--- src/pkg/ldp_pkg.sv ---
// constants and carrier types for the low-current dimming pwm block
`default_nettype none
package ldp_pkg;
    // clock and pwm timing
    localparam int unsigned CLK_HZ        = 10_000_000;
    localparam int unsigned PWM_FREQ_HZ   = 16_000;
    localparam int unsigned PWM_STEPS     = 8;
    localparam int unsigned PWM_TICK_CYC  = CLK_HZ / (PWM_FREQ_HZ * PWM_STEPS);
    // power-up short check window
    localparam int unsigned CHECK_TIME_US = 100;
    localparam int unsigned CHECK_CYC     = CHECK_TIME_US * (CLK_HZ / 1_000_000);
    // outputs and level table
    localparam int unsigned NUM_LED       = 6;
    localparam logic [4:0]  LVL_RESET     = 5'h00;
    localparam logic [4:0]  LVL_LAST      = 5'h1E;
    localparam logic [4:0]  LVL_6P4       = 5'h0B;
    localparam logic [4:0]  LVL_3P2       = 5'h0F;
    localparam logic [4:0]  LVL_1P6       = 5'h13;
    localparam logic [4:0]  LVL_0P8       = 5'h17;
    localparam logic [3:0]  DUTY_FULL     = 4'h8;

    // reference range selection
    typedef enum logic [2:0] {
        RNG_DC  = 3'h0,
        RNG_6P4 = 3'h1,
        RNG_3P2 = 3'h2,
        RNG_1P6 = 3'h3,
        RNG_0P8 = 3'h4
    } ldp_range_t;

    // reference range plus duty in eighths
    typedef struct packed {
        ldp_range_t range_sel;
        logic [3:0] duty;
    } ldp_dim_cfg_t;

    // per-output analog indications
    typedef struct packed {
        logic [NUM_LED-1:0] shorted;
        logic [NUM_LED-1:0] below_switchover;
    } ldp_led_sense_t;

    // supervisor states
    typedef enum logic [2:0] {
        ST_CHECK = 3'b001,
        ST_RUN   = 3'b010,
        ST_THERM = 3'b100
    } ldp_state_t;
endpackage
`default_nettype wire

--- src/rtl/ldp_top.sv ---
// low-current dimming, short check, open switchover and thermal control
`timescale 1ns/1ps
`default_nettype none
module ldp_top
(
    // clock and power-on reset
    input  wire logic                          core_clk_i,
    input  wire logic                          rst_n_i,
    // dimming pulse from the serial-pulse decoder
    input  wire logic                          dim_pulse_input_i,
    // analog indications
    input  wire ldp_pkg::ldp_led_sense_t       led_sense_i,
    input  wire logic                          therm_hot_i,
    input  wire logic                          therm_cooled_i,
    // regulator references and enables, check and thermal status
    output ldp_pkg::ldp_dim_cfg_t              dim_cfg_o,
    output logic [4:0]                         led_current_level_o,
    output logic                               dim_pwm_o,
    output logic [ldp_pkg::NUM_LED-1:0]        led_sink_output_en_o,
    output logic [ldp_pkg::NUM_LED-1:0]        negative_rail_sel_o,
    output logic                               negative_rail_pump_en_o,
    output logic                               short_check_done_o,
    output logic                               therm_shutdown_o
);
    ldp_pkg::ldp_state_t                state_reg;
    ldp_pkg::ldp_state_t                state_next;
    ldp_pkg::ldp_dim_cfg_t              cfg_reg;
    ldp_pkg::ldp_dim_cfg_t              cfg_next;
    logic [9:0]                         check_cnt_reg;
    logic [4:0]                         level_reg;
    logic                               pulse_prev_reg;
    logic                               pulse_rise;
    logic [ldp_pkg::NUM_LED-1:0]        dis_reg;
    logic [ldp_pkg::NUM_LED-1:0]        en_reg;
    logic [ldp_pkg::NUM_LED-1:0]        neg_reg;
    logic                               pump_reg;
    logic                               check_end;
    logic                               run_ok;

    assign pulse_rise = dim_pulse_input_i && !pulse_prev_reg;
    assign check_end  = (check_cnt_reg == 10'(ldp_pkg::CHECK_CYC - 1));
    assign run_ok     = (state_reg == ldp_pkg::ST_RUN) && !therm_hot_i;

    // supervisor state
    always_comb
    begin
        state_next = state_reg;
        unique case (state_reg)
            ldp_pkg::ST_CHECK:
                if (check_end)
                    state_next = therm_hot_i ? ldp_pkg::ST_THERM : ldp_pkg::ST_RUN;
            ldp_pkg::ST_RUN:
                if (therm_hot_i)
                    state_next = ldp_pkg::ST_THERM;
            ldp_pkg::ST_THERM:
                if (therm_cooled_i && !therm_hot_i)
                    state_next = ldp_pkg::ST_RUN;
            default:
                state_next = ldp_pkg::ST_CHECK;
        endcase
    end

    always_ff @(posedge core_clk_i or negedge rst_n_i)
    begin
        if (!rst_n_i)
            state_reg <= ldp_pkg::ST_CHECK;
        else
            state_reg <= state_next;
    end

    // power-up check window
    always_ff @(posedge core_clk_i or negedge rst_n_i)
    begin
        if (!rst_n_i)
            check_cnt_reg <= 10'h000;
        else if (state_reg == ldp_pkg::ST_CHECK && !check_end)
            check_cnt_reg <= check_cnt_reg + 10'h001;
    end

    // short disable latch, sampled only in the check window
    generate
        for (genvar k = 0; k < ldp_pkg::NUM_LED; k++)
        begin : g_led
            always_ff @(posedge core_clk_i or negedge rst_n_i)
            begin
                if (!rst_n_i)
                    dis_reg[k] <= 1'b0;
                else if (state_reg == ldp_pkg::ST_CHECK && led_sense_i.shorted[k])
                    dis_reg[k] <= 1'b1;
            end

            always_ff @(posedge core_clk_i or negedge rst_n_i)
            begin
                if (!rst_n_i)
                begin
                    en_reg[k]  <= 1'b0;
                    neg_reg[k] <= 1'b0;
                end
                else
                begin
                    en_reg[k]  <= run_ok && !dis_reg[k];
                    neg_reg[k] <= run_ok && !dis_reg[k]
                                  && led_sense_i.below_switchover[k];
                end
            end
        end
    endgenerate

    // charge pump request
    always_ff @(posedge core_clk_i or negedge rst_n_i)
    begin
        if (!rst_n_i)
            pump_reg <= 1'b0;
        else
            pump_reg <= run_ok && |(led_sense_i.below_switchover & ~dis_reg);
    end

    // dim pulse edge
    always_ff @(posedge core_clk_i or negedge rst_n_i)
    begin
        if (!rst_n_i)
            pulse_prev_reg <= 1'b0;
        else
            pulse_prev_reg <= dim_pulse_input_i;
    end

    // level index
    always_ff @(posedge core_clk_i or negedge rst_n_i)
    begin
        if (!rst_n_i)
            level_reg <= ldp_pkg::LVL_RESET;
        else if (pulse_rise && level_reg >= ldp_pkg::LVL_LAST)
            level_reg <= ldp_pkg::LVL_RESET;
        else if (pulse_rise)
            level_reg <= level_reg + 5'h01;
    end

    // level to range and duty
    always_comb
    begin
        cfg_next.range_sel = ldp_pkg::RNG_DC;
        cfg_next.duty      = ldp_pkg::DUTY_FULL;
        if (level_reg < ldp_pkg::LVL_6P4 || level_reg > ldp_pkg::LVL_LAST)
        begin
            cfg_next.range_sel = ldp_pkg::RNG_DC;
            cfg_next.duty      = ldp_pkg::DUTY_FULL;
        end
        else if (level_reg < ldp_pkg::LVL_3P2)
        begin
            cfg_next.range_sel = ldp_pkg::RNG_6P4;
            cfg_next.duty      = ldp_pkg::DUTY_FULL - 4'(level_reg - ldp_pkg::LVL_6P4);
        end
        else if (level_reg < ldp_pkg::LVL_1P6)
        begin
            cfg_next.range_sel = ldp_pkg::RNG_3P2;
            cfg_next.duty      = ldp_pkg::DUTY_FULL - 4'(level_reg - ldp_pkg::LVL_3P2);
        end
        else if (level_reg < ldp_pkg::LVL_0P8)
        begin
            cfg_next.range_sel = ldp_pkg::RNG_1P6;
            cfg_next.duty      = ldp_pkg::DUTY_FULL - 4'(level_reg - ldp_pkg::LVL_1P6);
        end
        else
        begin
            cfg_next.range_sel = ldp_pkg::RNG_0P8;
            cfg_next.duty      = ldp_pkg::DUTY_FULL - 4'(level_reg - ldp_pkg::LVL_0P8);
        end
    end

    always_ff @(posedge core_clk_i or negedge rst_n_i)
    begin
        if (!rst_n_i)
            cfg_reg <= '{range_sel: ldp_pkg::RNG_DC, duty: ldp_pkg::DUTY_FULL};
        else
            cfg_reg <= cfg_next;
    end

    // internal pwm
    ldp_pwm u_pwm
    (
        .core_clk_i (core_clk_i),
        .rst_n_i    (rst_n_i),
        .duty_i     (cfg_reg.duty),
        .pwm_o      (dim_pwm_o),
        .phase_o    ()
    );

    assign dim_cfg_o               = cfg_reg;
    assign led_current_level_o     = level_reg;
    assign led_sink_output_en_o    = en_reg;
    assign negative_rail_sel_o     = neg_reg;
    assign negative_rail_pump_en_o = pump_reg;
    assign short_check_done_o      = (state_reg != ldp_pkg::ST_CHECK);
    assign therm_shutdown_o        = (state_reg == ldp_pkg::ST_THERM);

    a_level_wrap : assert property (@(posedge core_clk_i) disable iff (!rst_n_i)
        pulse_rise && level_reg == ldp_pkg::LVL_LAST |=> level_reg == ldp_pkg::LVL_RESET)
        else $error("level did not wrap to full scale");
    a_level_step : assert property (@(posedge core_clk_i) disable iff (!rst_n_i)
        pulse_rise && level_reg < ldp_pkg::LVL_LAST |=> level_reg == $past(level_reg) + 5'h01)
        else $error("level did not step by one");
    a_short_disable : assert property (@(posedge core_clk_i) disable iff (!rst_n_i)
        state_reg == ldp_pkg::ST_CHECK && led_sense_i.shorted[0] |=> ##1 !en_reg[0])
        else $error("shorted output enabled after check");
    a_late_short : assert property (@(posedge core_clk_i) disable iff (!rst_n_i)
        state_reg != ldp_pkg::ST_CHECK |=> $stable(dis_reg))
        else $error("disable flags changed after startup");
    a_therm_off : assert property (@(posedge core_clk_i) disable iff (!rst_n_i)
        therm_hot_i |=> en_reg == '0 && !pump_reg)
        else $error("regulators on during thermal limit");
    a_therm_hyst : assert property (@(posedge core_clk_i) disable iff (!rst_n_i)
        state_reg == ldp_pkg::ST_THERM && !therm_cooled_i |=> state_reg == ldp_pkg::ST_THERM)
        else $error("left thermal shutdown before cooling");
    a_open_pump : assert property (@(posedge core_clk_i) disable iff (!rst_n_i)
        run_ok && |(led_sense_i.below_switchover & ~dis_reg) |=> pump_reg)
        else $error("open output did not start charge pump");
    a_range_low : assert property (@(posedge core_clk_i) disable iff (!rst_n_i)
        level_reg == ldp_pkg::LVL_LAST |=> cfg_reg.range_sel == ldp_pkg::RNG_0P8
        && cfg_reg.duty == 4'h1)
        else $error("lowest level not 0.8 range at one eighth");
    a_range_dc : assert property (@(posedge core_clk_i) disable iff (!rst_n_i)
        level_reg < ldp_pkg::LVL_6P4 |=> cfg_reg.range_sel == ldp_pkg::RNG_DC
        && cfg_reg.duty == ldp_pkg::DUTY_FULL)
        else $error("high level not dc only");
    c_check_done : cover property (@(posedge core_clk_i) disable iff (!rst_n_i)
        state_reg == ldp_pkg::ST_CHECK ##1 state_reg == ldp_pkg::ST_RUN);
    c_therm_cycle : cover property (@(posedge core_clk_i) disable iff (!rst_n_i)
        state_reg == ldp_pkg::ST_THERM ##1 state_reg == ldp_pkg::ST_RUN);
    c_wrap : cover property (@(posedge core_clk_i) disable iff (!rst_n_i)
        pulse_rise && level_reg == ldp_pkg::LVL_LAST);
    c_pump : cover property (@(posedge core_clk_i) disable iff (!rst_n_i) pump_reg);
endmodule // ldp_top
`default_nettype wire

--- src/rtl/ldp_pwm.sv ---
// internal dimming pwm: phase counter and duty compare
`timescale 1ns/1ps
`default_nettype none
module ldp_pwm
(
    // clock and reset
    input  wire logic       core_clk_i,
    input  wire logic       rst_n_i,
    // duty in eighths
    input  wire logic [3:0] duty_i,
    // pwm output
    output logic            pwm_o,
    output logic [2:0]      phase_o
);
    logic [6:0] tick_reg;
    logic [2:0] phase_reg;
    logic       pwm_reg;
    logic       tick;

    assign tick = (tick_reg == 7'(ldp_pkg::PWM_TICK_CYC - 1));

    // tick divider, eight ticks per period
    always_ff @(posedge core_clk_i or negedge rst_n_i)
    begin
        if (!rst_n_i)
            tick_reg <= 7'h00;
        else if (tick)
            tick_reg <= 7'h00;
        else
            tick_reg <= tick_reg + 7'h01;
    end

    // phase counter
    always_ff @(posedge core_clk_i or negedge rst_n_i)
    begin
        if (!rst_n_i)
            phase_reg <= 3'h0;
        else if (tick)
            phase_reg <= phase_reg + 3'h1;
    end

    // on while phase below n
    always_ff @(posedge core_clk_i or negedge rst_n_i)
    begin
        if (!rst_n_i)
            pwm_reg <= 1'b0;
        else
            pwm_reg <= ({1'b0, phase_reg} < duty_i);
    end

    assign pwm_o   = pwm_reg;
    assign phase_o = phase_reg;

    a_full_duty_on : assert property (@(posedge core_clk_i) disable iff (!rst_n_i)
        duty_i == ldp_pkg::DUTY_FULL |=> pwm_o)
        else $error("full duty did not hold pwm on");
    a_tick_period : assert property (@(posedge core_clk_i) disable iff (!rst_n_i)
        tick |-> ##78 tick)
        else $error("pwm tick period wrong");
    a_min_on_eighth : assert property (@(posedge core_clk_i) disable iff (!rst_n_i)
        duty_i == 4'h1 && phase_reg != 3'h0 |=> !pwm_o)
        else $error("one-eighth duty on outside first phase");
    c_pwm_wrap : cover property (@(posedge core_clk_i) disable iff (!rst_n_i)
        tick && phase_reg == 3'h7);
endmodule // ldp_pwm
`default_nettype wire

--- config.mk ---
export PLATFORM = sky130hd
export DESIGN_NAME = ldp_top
export DESIGN_NICKNAME = d
export VERILOG_FILES = /design/src/pkg/ldp_pkg.sv /design/src/rtl/ldp_top.sv /design/src/rtl/ldp_pwm.sv
export SDC_FILE = /design/constraint.sdc
export NUM_CORES = 1
export LEC_CHECK = 0
export BUFFER_PORTS_ARGS = -buffer_cell sky130_fd_sc_hd__buf_2
export CAP_MARGIN = 10
export CORE_MARGIN = 1.5
export CORE_UTILIZATION = 45
export CTS_CLUSTER_DIAMETER = 60
export CTS_CLUSTER_SIZE = 14
export DETAILED_ROUTE_END_ITERATION = 6
export PLACE_DENSITY = 0.76
export SLEW_MARGIN = 10
export SYNTH_ARGS = -nofsm -noshare
export SYNTH_HDL_FRONTEND = slang
export SYNTH_SLANG_ARGS = --single-unit
--- constraint.sdc ---
create_clock -name core_clk_i -period 2.72 [get_ports core_clk_i]
set_input_delay 0.136 -clock core_clk_i [delete_from_list [all_inputs] [get_ports core_clk_i]]
set_output_delay 0.136 -clock core_clk_i [all_outputs]
set_load 0.05 [all_outputs]
==> impl_metrics.json <==
{
  "synth_area_um2": 2530,
  "hpwl_um": 3030,
  "netSwitchingFraction_pct": 39.0,
  "muxShareOfSynthArea_pct": 2.03,
  "pre_cts_slack_ns": 0.948,
  "wl_per_cell_um": 12.2,
  "synth_cells": 225,
  "power_frac_seq_pct": 48.5,
  "drt-met1-wl_um": 2030,
  "post_drt_via_cell_ratio": 5.00,
  "grtUsageTotal_pct": 15.2,
  "drt_wl_total_um": 4240,
  "hold_path_depth": 3,
  "initial_core_util_pct": 46.2,
  "synth_flop_cell": "dfrtp_1",
  "gp_congestion": 0.825,
  "grt_antenna_before_repair": 0,
  "nFillCells": 495,
  "p_per_area_nw_per_um2": 718,
  "place_inst": 337,
  "synth-edff-count": 0,
  "clock_sinks": 56,
  "multiInputGateArea_um2": 1050,
  "power_switching_uw": 822,
  "synth.top_cell.area_share_pct": 53.4,
  "maxCapViolations": 0,
  "cp.arrival_ns": 1.67,
  "synth_seq_cells": 56,
  "area_growth_pct": 16.1,
  "synthXorXnorAreaFrac_pct": 5.20,
  "cts_buffer_depth": 2,
  "largest_reg_flops": 10,
  "synth_cell_types": 50,
  "drv_slew": 0,
  "ys_warn_count": 0,
  "top_layer": "met4",
  "totalPowerFinal_mw": 2.11,
  "layout.nets": 300,
  "drive_above_1_share_pct": 25.8,
  "synth-compound-area-share_pct": 9.65,
  "synth_top_area_cell": "dfrtp_1",
  "die_w_um": 78.0,
  "ant_nets": 0,
  "r2r-end": "check_cnt_reg[8]",
  "finalCritPeriodShare_pct": 66.3,
  "synth.area.top_cells": "dfrtp_1, ha_1, nand2_1, xnor2_1, nor2_1",
  "synth_top_family_by_area": "simple AND/OR/NAND/NOR gates",
  "start_kind": "flip-flop",
  "htree_levels": 2,
  "cts_buffers": 5,
  "max_freq_mhz": 554,
  "ios": 45,
  "r2r_slack_ns": 0.95,
  "grt_pass1_wl_um": 7250,
  "relSlewSlack_pct": 55.7,
  "drtIter0Drc": 100,
  "rows": 27,
  "endpoint_kind": "output port",
  "dieArea_um2": 6080,
  "hold_viol_final": 0,
  "clk_pin_slew_ns": 0.10,
  "worstPathRequired_ns": 2.58,
  "port_buffers": 44,
  "met2_length_um": 1910,
  "cts_resized": 0,
  "die_h_um": 78.0,
  "area.sequential_um2": 1400,
  "status": "completed",
  "p_int_mw": 1.29,
  "dr_wl_met3_um": 226,
  "post-cts-setup-buffers": 0,
  "critPathMaxFanout": 9,
  "synthSimpleGateAreaFrac_pct": 19.7,
  "diodes": 0,
  "synthAdderAreaFrac_pct": 4.85,
  "synthesis.nets": 251,
  "clock_latency_ns": 0.31,
  "clock_power_share_pct": 21.4,
  "overflow": 0,
  "cts_root_buffer": "clkbuf_8",
  "final.setup.tns_ns": 0,
  "avgSynthCellArea_um2": 11.2,
  "grt_pass1_vias": 1645,
  "synthArstFlopShare_pct": 100,
  "grt_max_degree": 57,
  "hp-class": "input pin to flip-flop",
  "r2r_cells": 4,
  "firstDrtPassIters": 4,
  "ir_drop_mv": 0.481,
  "leakagePower_nw": 1.43,
  "hp-start": "led_sense_i[10]",
  "cts_tree": "built",
  "grt_setup_unrepaired": "false",
  "remaining_drc_errors": 0,
  "ys_seq_area_share_pct": 55.5,
  "critPathKind": "flip-flop to output port",
  "stdcell_count": 347,
  "rr_startpoint": "state_reg[0]",
  "num_vias": 1734,
  "holdPathEnd": "dis_reg[4]",
  "fin_skew_ns": 0.00538,
  "combPwrFrac_pct": 30.1,
  "min_period_ns": 1.80,
  "setup_violations": 0,
  "core_area_um2": 5470,
  "layout_setup_ws_ns": 0.916,
  "tightest_slew_ns": 0.665
}
-- cells by family after synthesis --
family,after synthesis
adders and majority gates,10
AOI/OAI and AO/OA,33
xor gates and xnor gates,15
DFF,56
buffers and inverters,18
and+or+nand+nor,89
muxes,4
-- worst max-delay path, cell delays in order (launching register included) --
cell     delay (ns)
dfstp_2        0.59
nor3b_4        0.43
inv_2          0.10
buf_2          0.23
-- synthesized netlist by cell type (5+ instances only) --
cell type / number
nand2b_1: 6
nor3b_1: 5
xor2_1: 5
nand3_1: 8
ha_1: 9
dfrtp_1: 54
nor2_1: 22
inv_1: 10
a21oi_1: 6
a21o_1: 5
xnor2_1: 10
o21ai_0: 5
nand2_1: 24
-- worst max-delay path by stage --
stage	startpoint	endpoint
after detailed placement	state_reg[0]	check_cnt_reg[8]
after global placement	state_reg[0]	check_cnt_reg[8]
after CTS	state_reg[0]	short_check_done_o
final	state_reg[0]	short_check_done_o
after floorplan	state_reg[2]	state_reg[1]
after global routing	state_reg[0]	short_check_done_o
-- metrics by stage --
step	instance area, um2	hold WS, ns	utilization (%)
finish	2940	0.0171	53.6
global placement	2820	0.267	51.6
detailed placement	2820	0.272	51.6
floorplan	2530	-0.160	-
CTS	2940	0.00669	53.6
global route	2940	0.0118	53.6
-- layout make-up --
cell class	instances	share of cell area, %
clock buffer	5	2.34
tap	72	3.07
sequential	56	47.8
timing repair buffer	48	8.70
multi-input combinational	151	35.7
inverter	12	1.53
clock inverter	3	0.810
-- layer usage --
metal  track usage, %  vias to the layer above
met2             24.0                       41
met4             6.07                        0
met5                0                        -
li1                 -                      864
met1             19.9                      823
met3             4.00                        6
-- timing repair --
action                                  in CTS  in global routing
endpoints found under the setup margin       0                  0
hold buffers                                 2                  0
hold endpoints to repair                    55                  0
-- placed cells by master, fill, tap and decap left out, types with 2 or more instances in the layout --
cell type / instances
ha_1: 9
nor3b_4: 2
inv_2: 2
buf_4: 2
o21ai_0: 5
a21oi_1: 6
dfstp_2: 2
nor3b_1: 5
nor2_1: 22
nand2_1: 24
nor3_1: 3
mux2_4: 2
dfrtp_1: 54
buf_2: 44
nand2b_1: 6
nor2b_1: 2
xor2_1: 5
xnor2_1: 10
nand4_1: 4
a21o_1: 5
inv_1: 10
dlygate4sd3_1: 2
nand3_1: 8
clkbuf_8: 5
and3_1: 4
o22ai_1: 2
a31oi_1: 4
clkinvlp_4: 2
-- power groups by stage --
stage,registers (mW),logic (mW),clock network (mW)
after CTS,1.02,0.642,0.471
after floorplan,1.24,0.275,0
final,1.02,0.635,0.452
after global placement,1.03,0.626,0
after detailed placement,1.03,0.635,0
after global routing,1.04,0.686,0.506
Power figures use the tool's default switching activity.
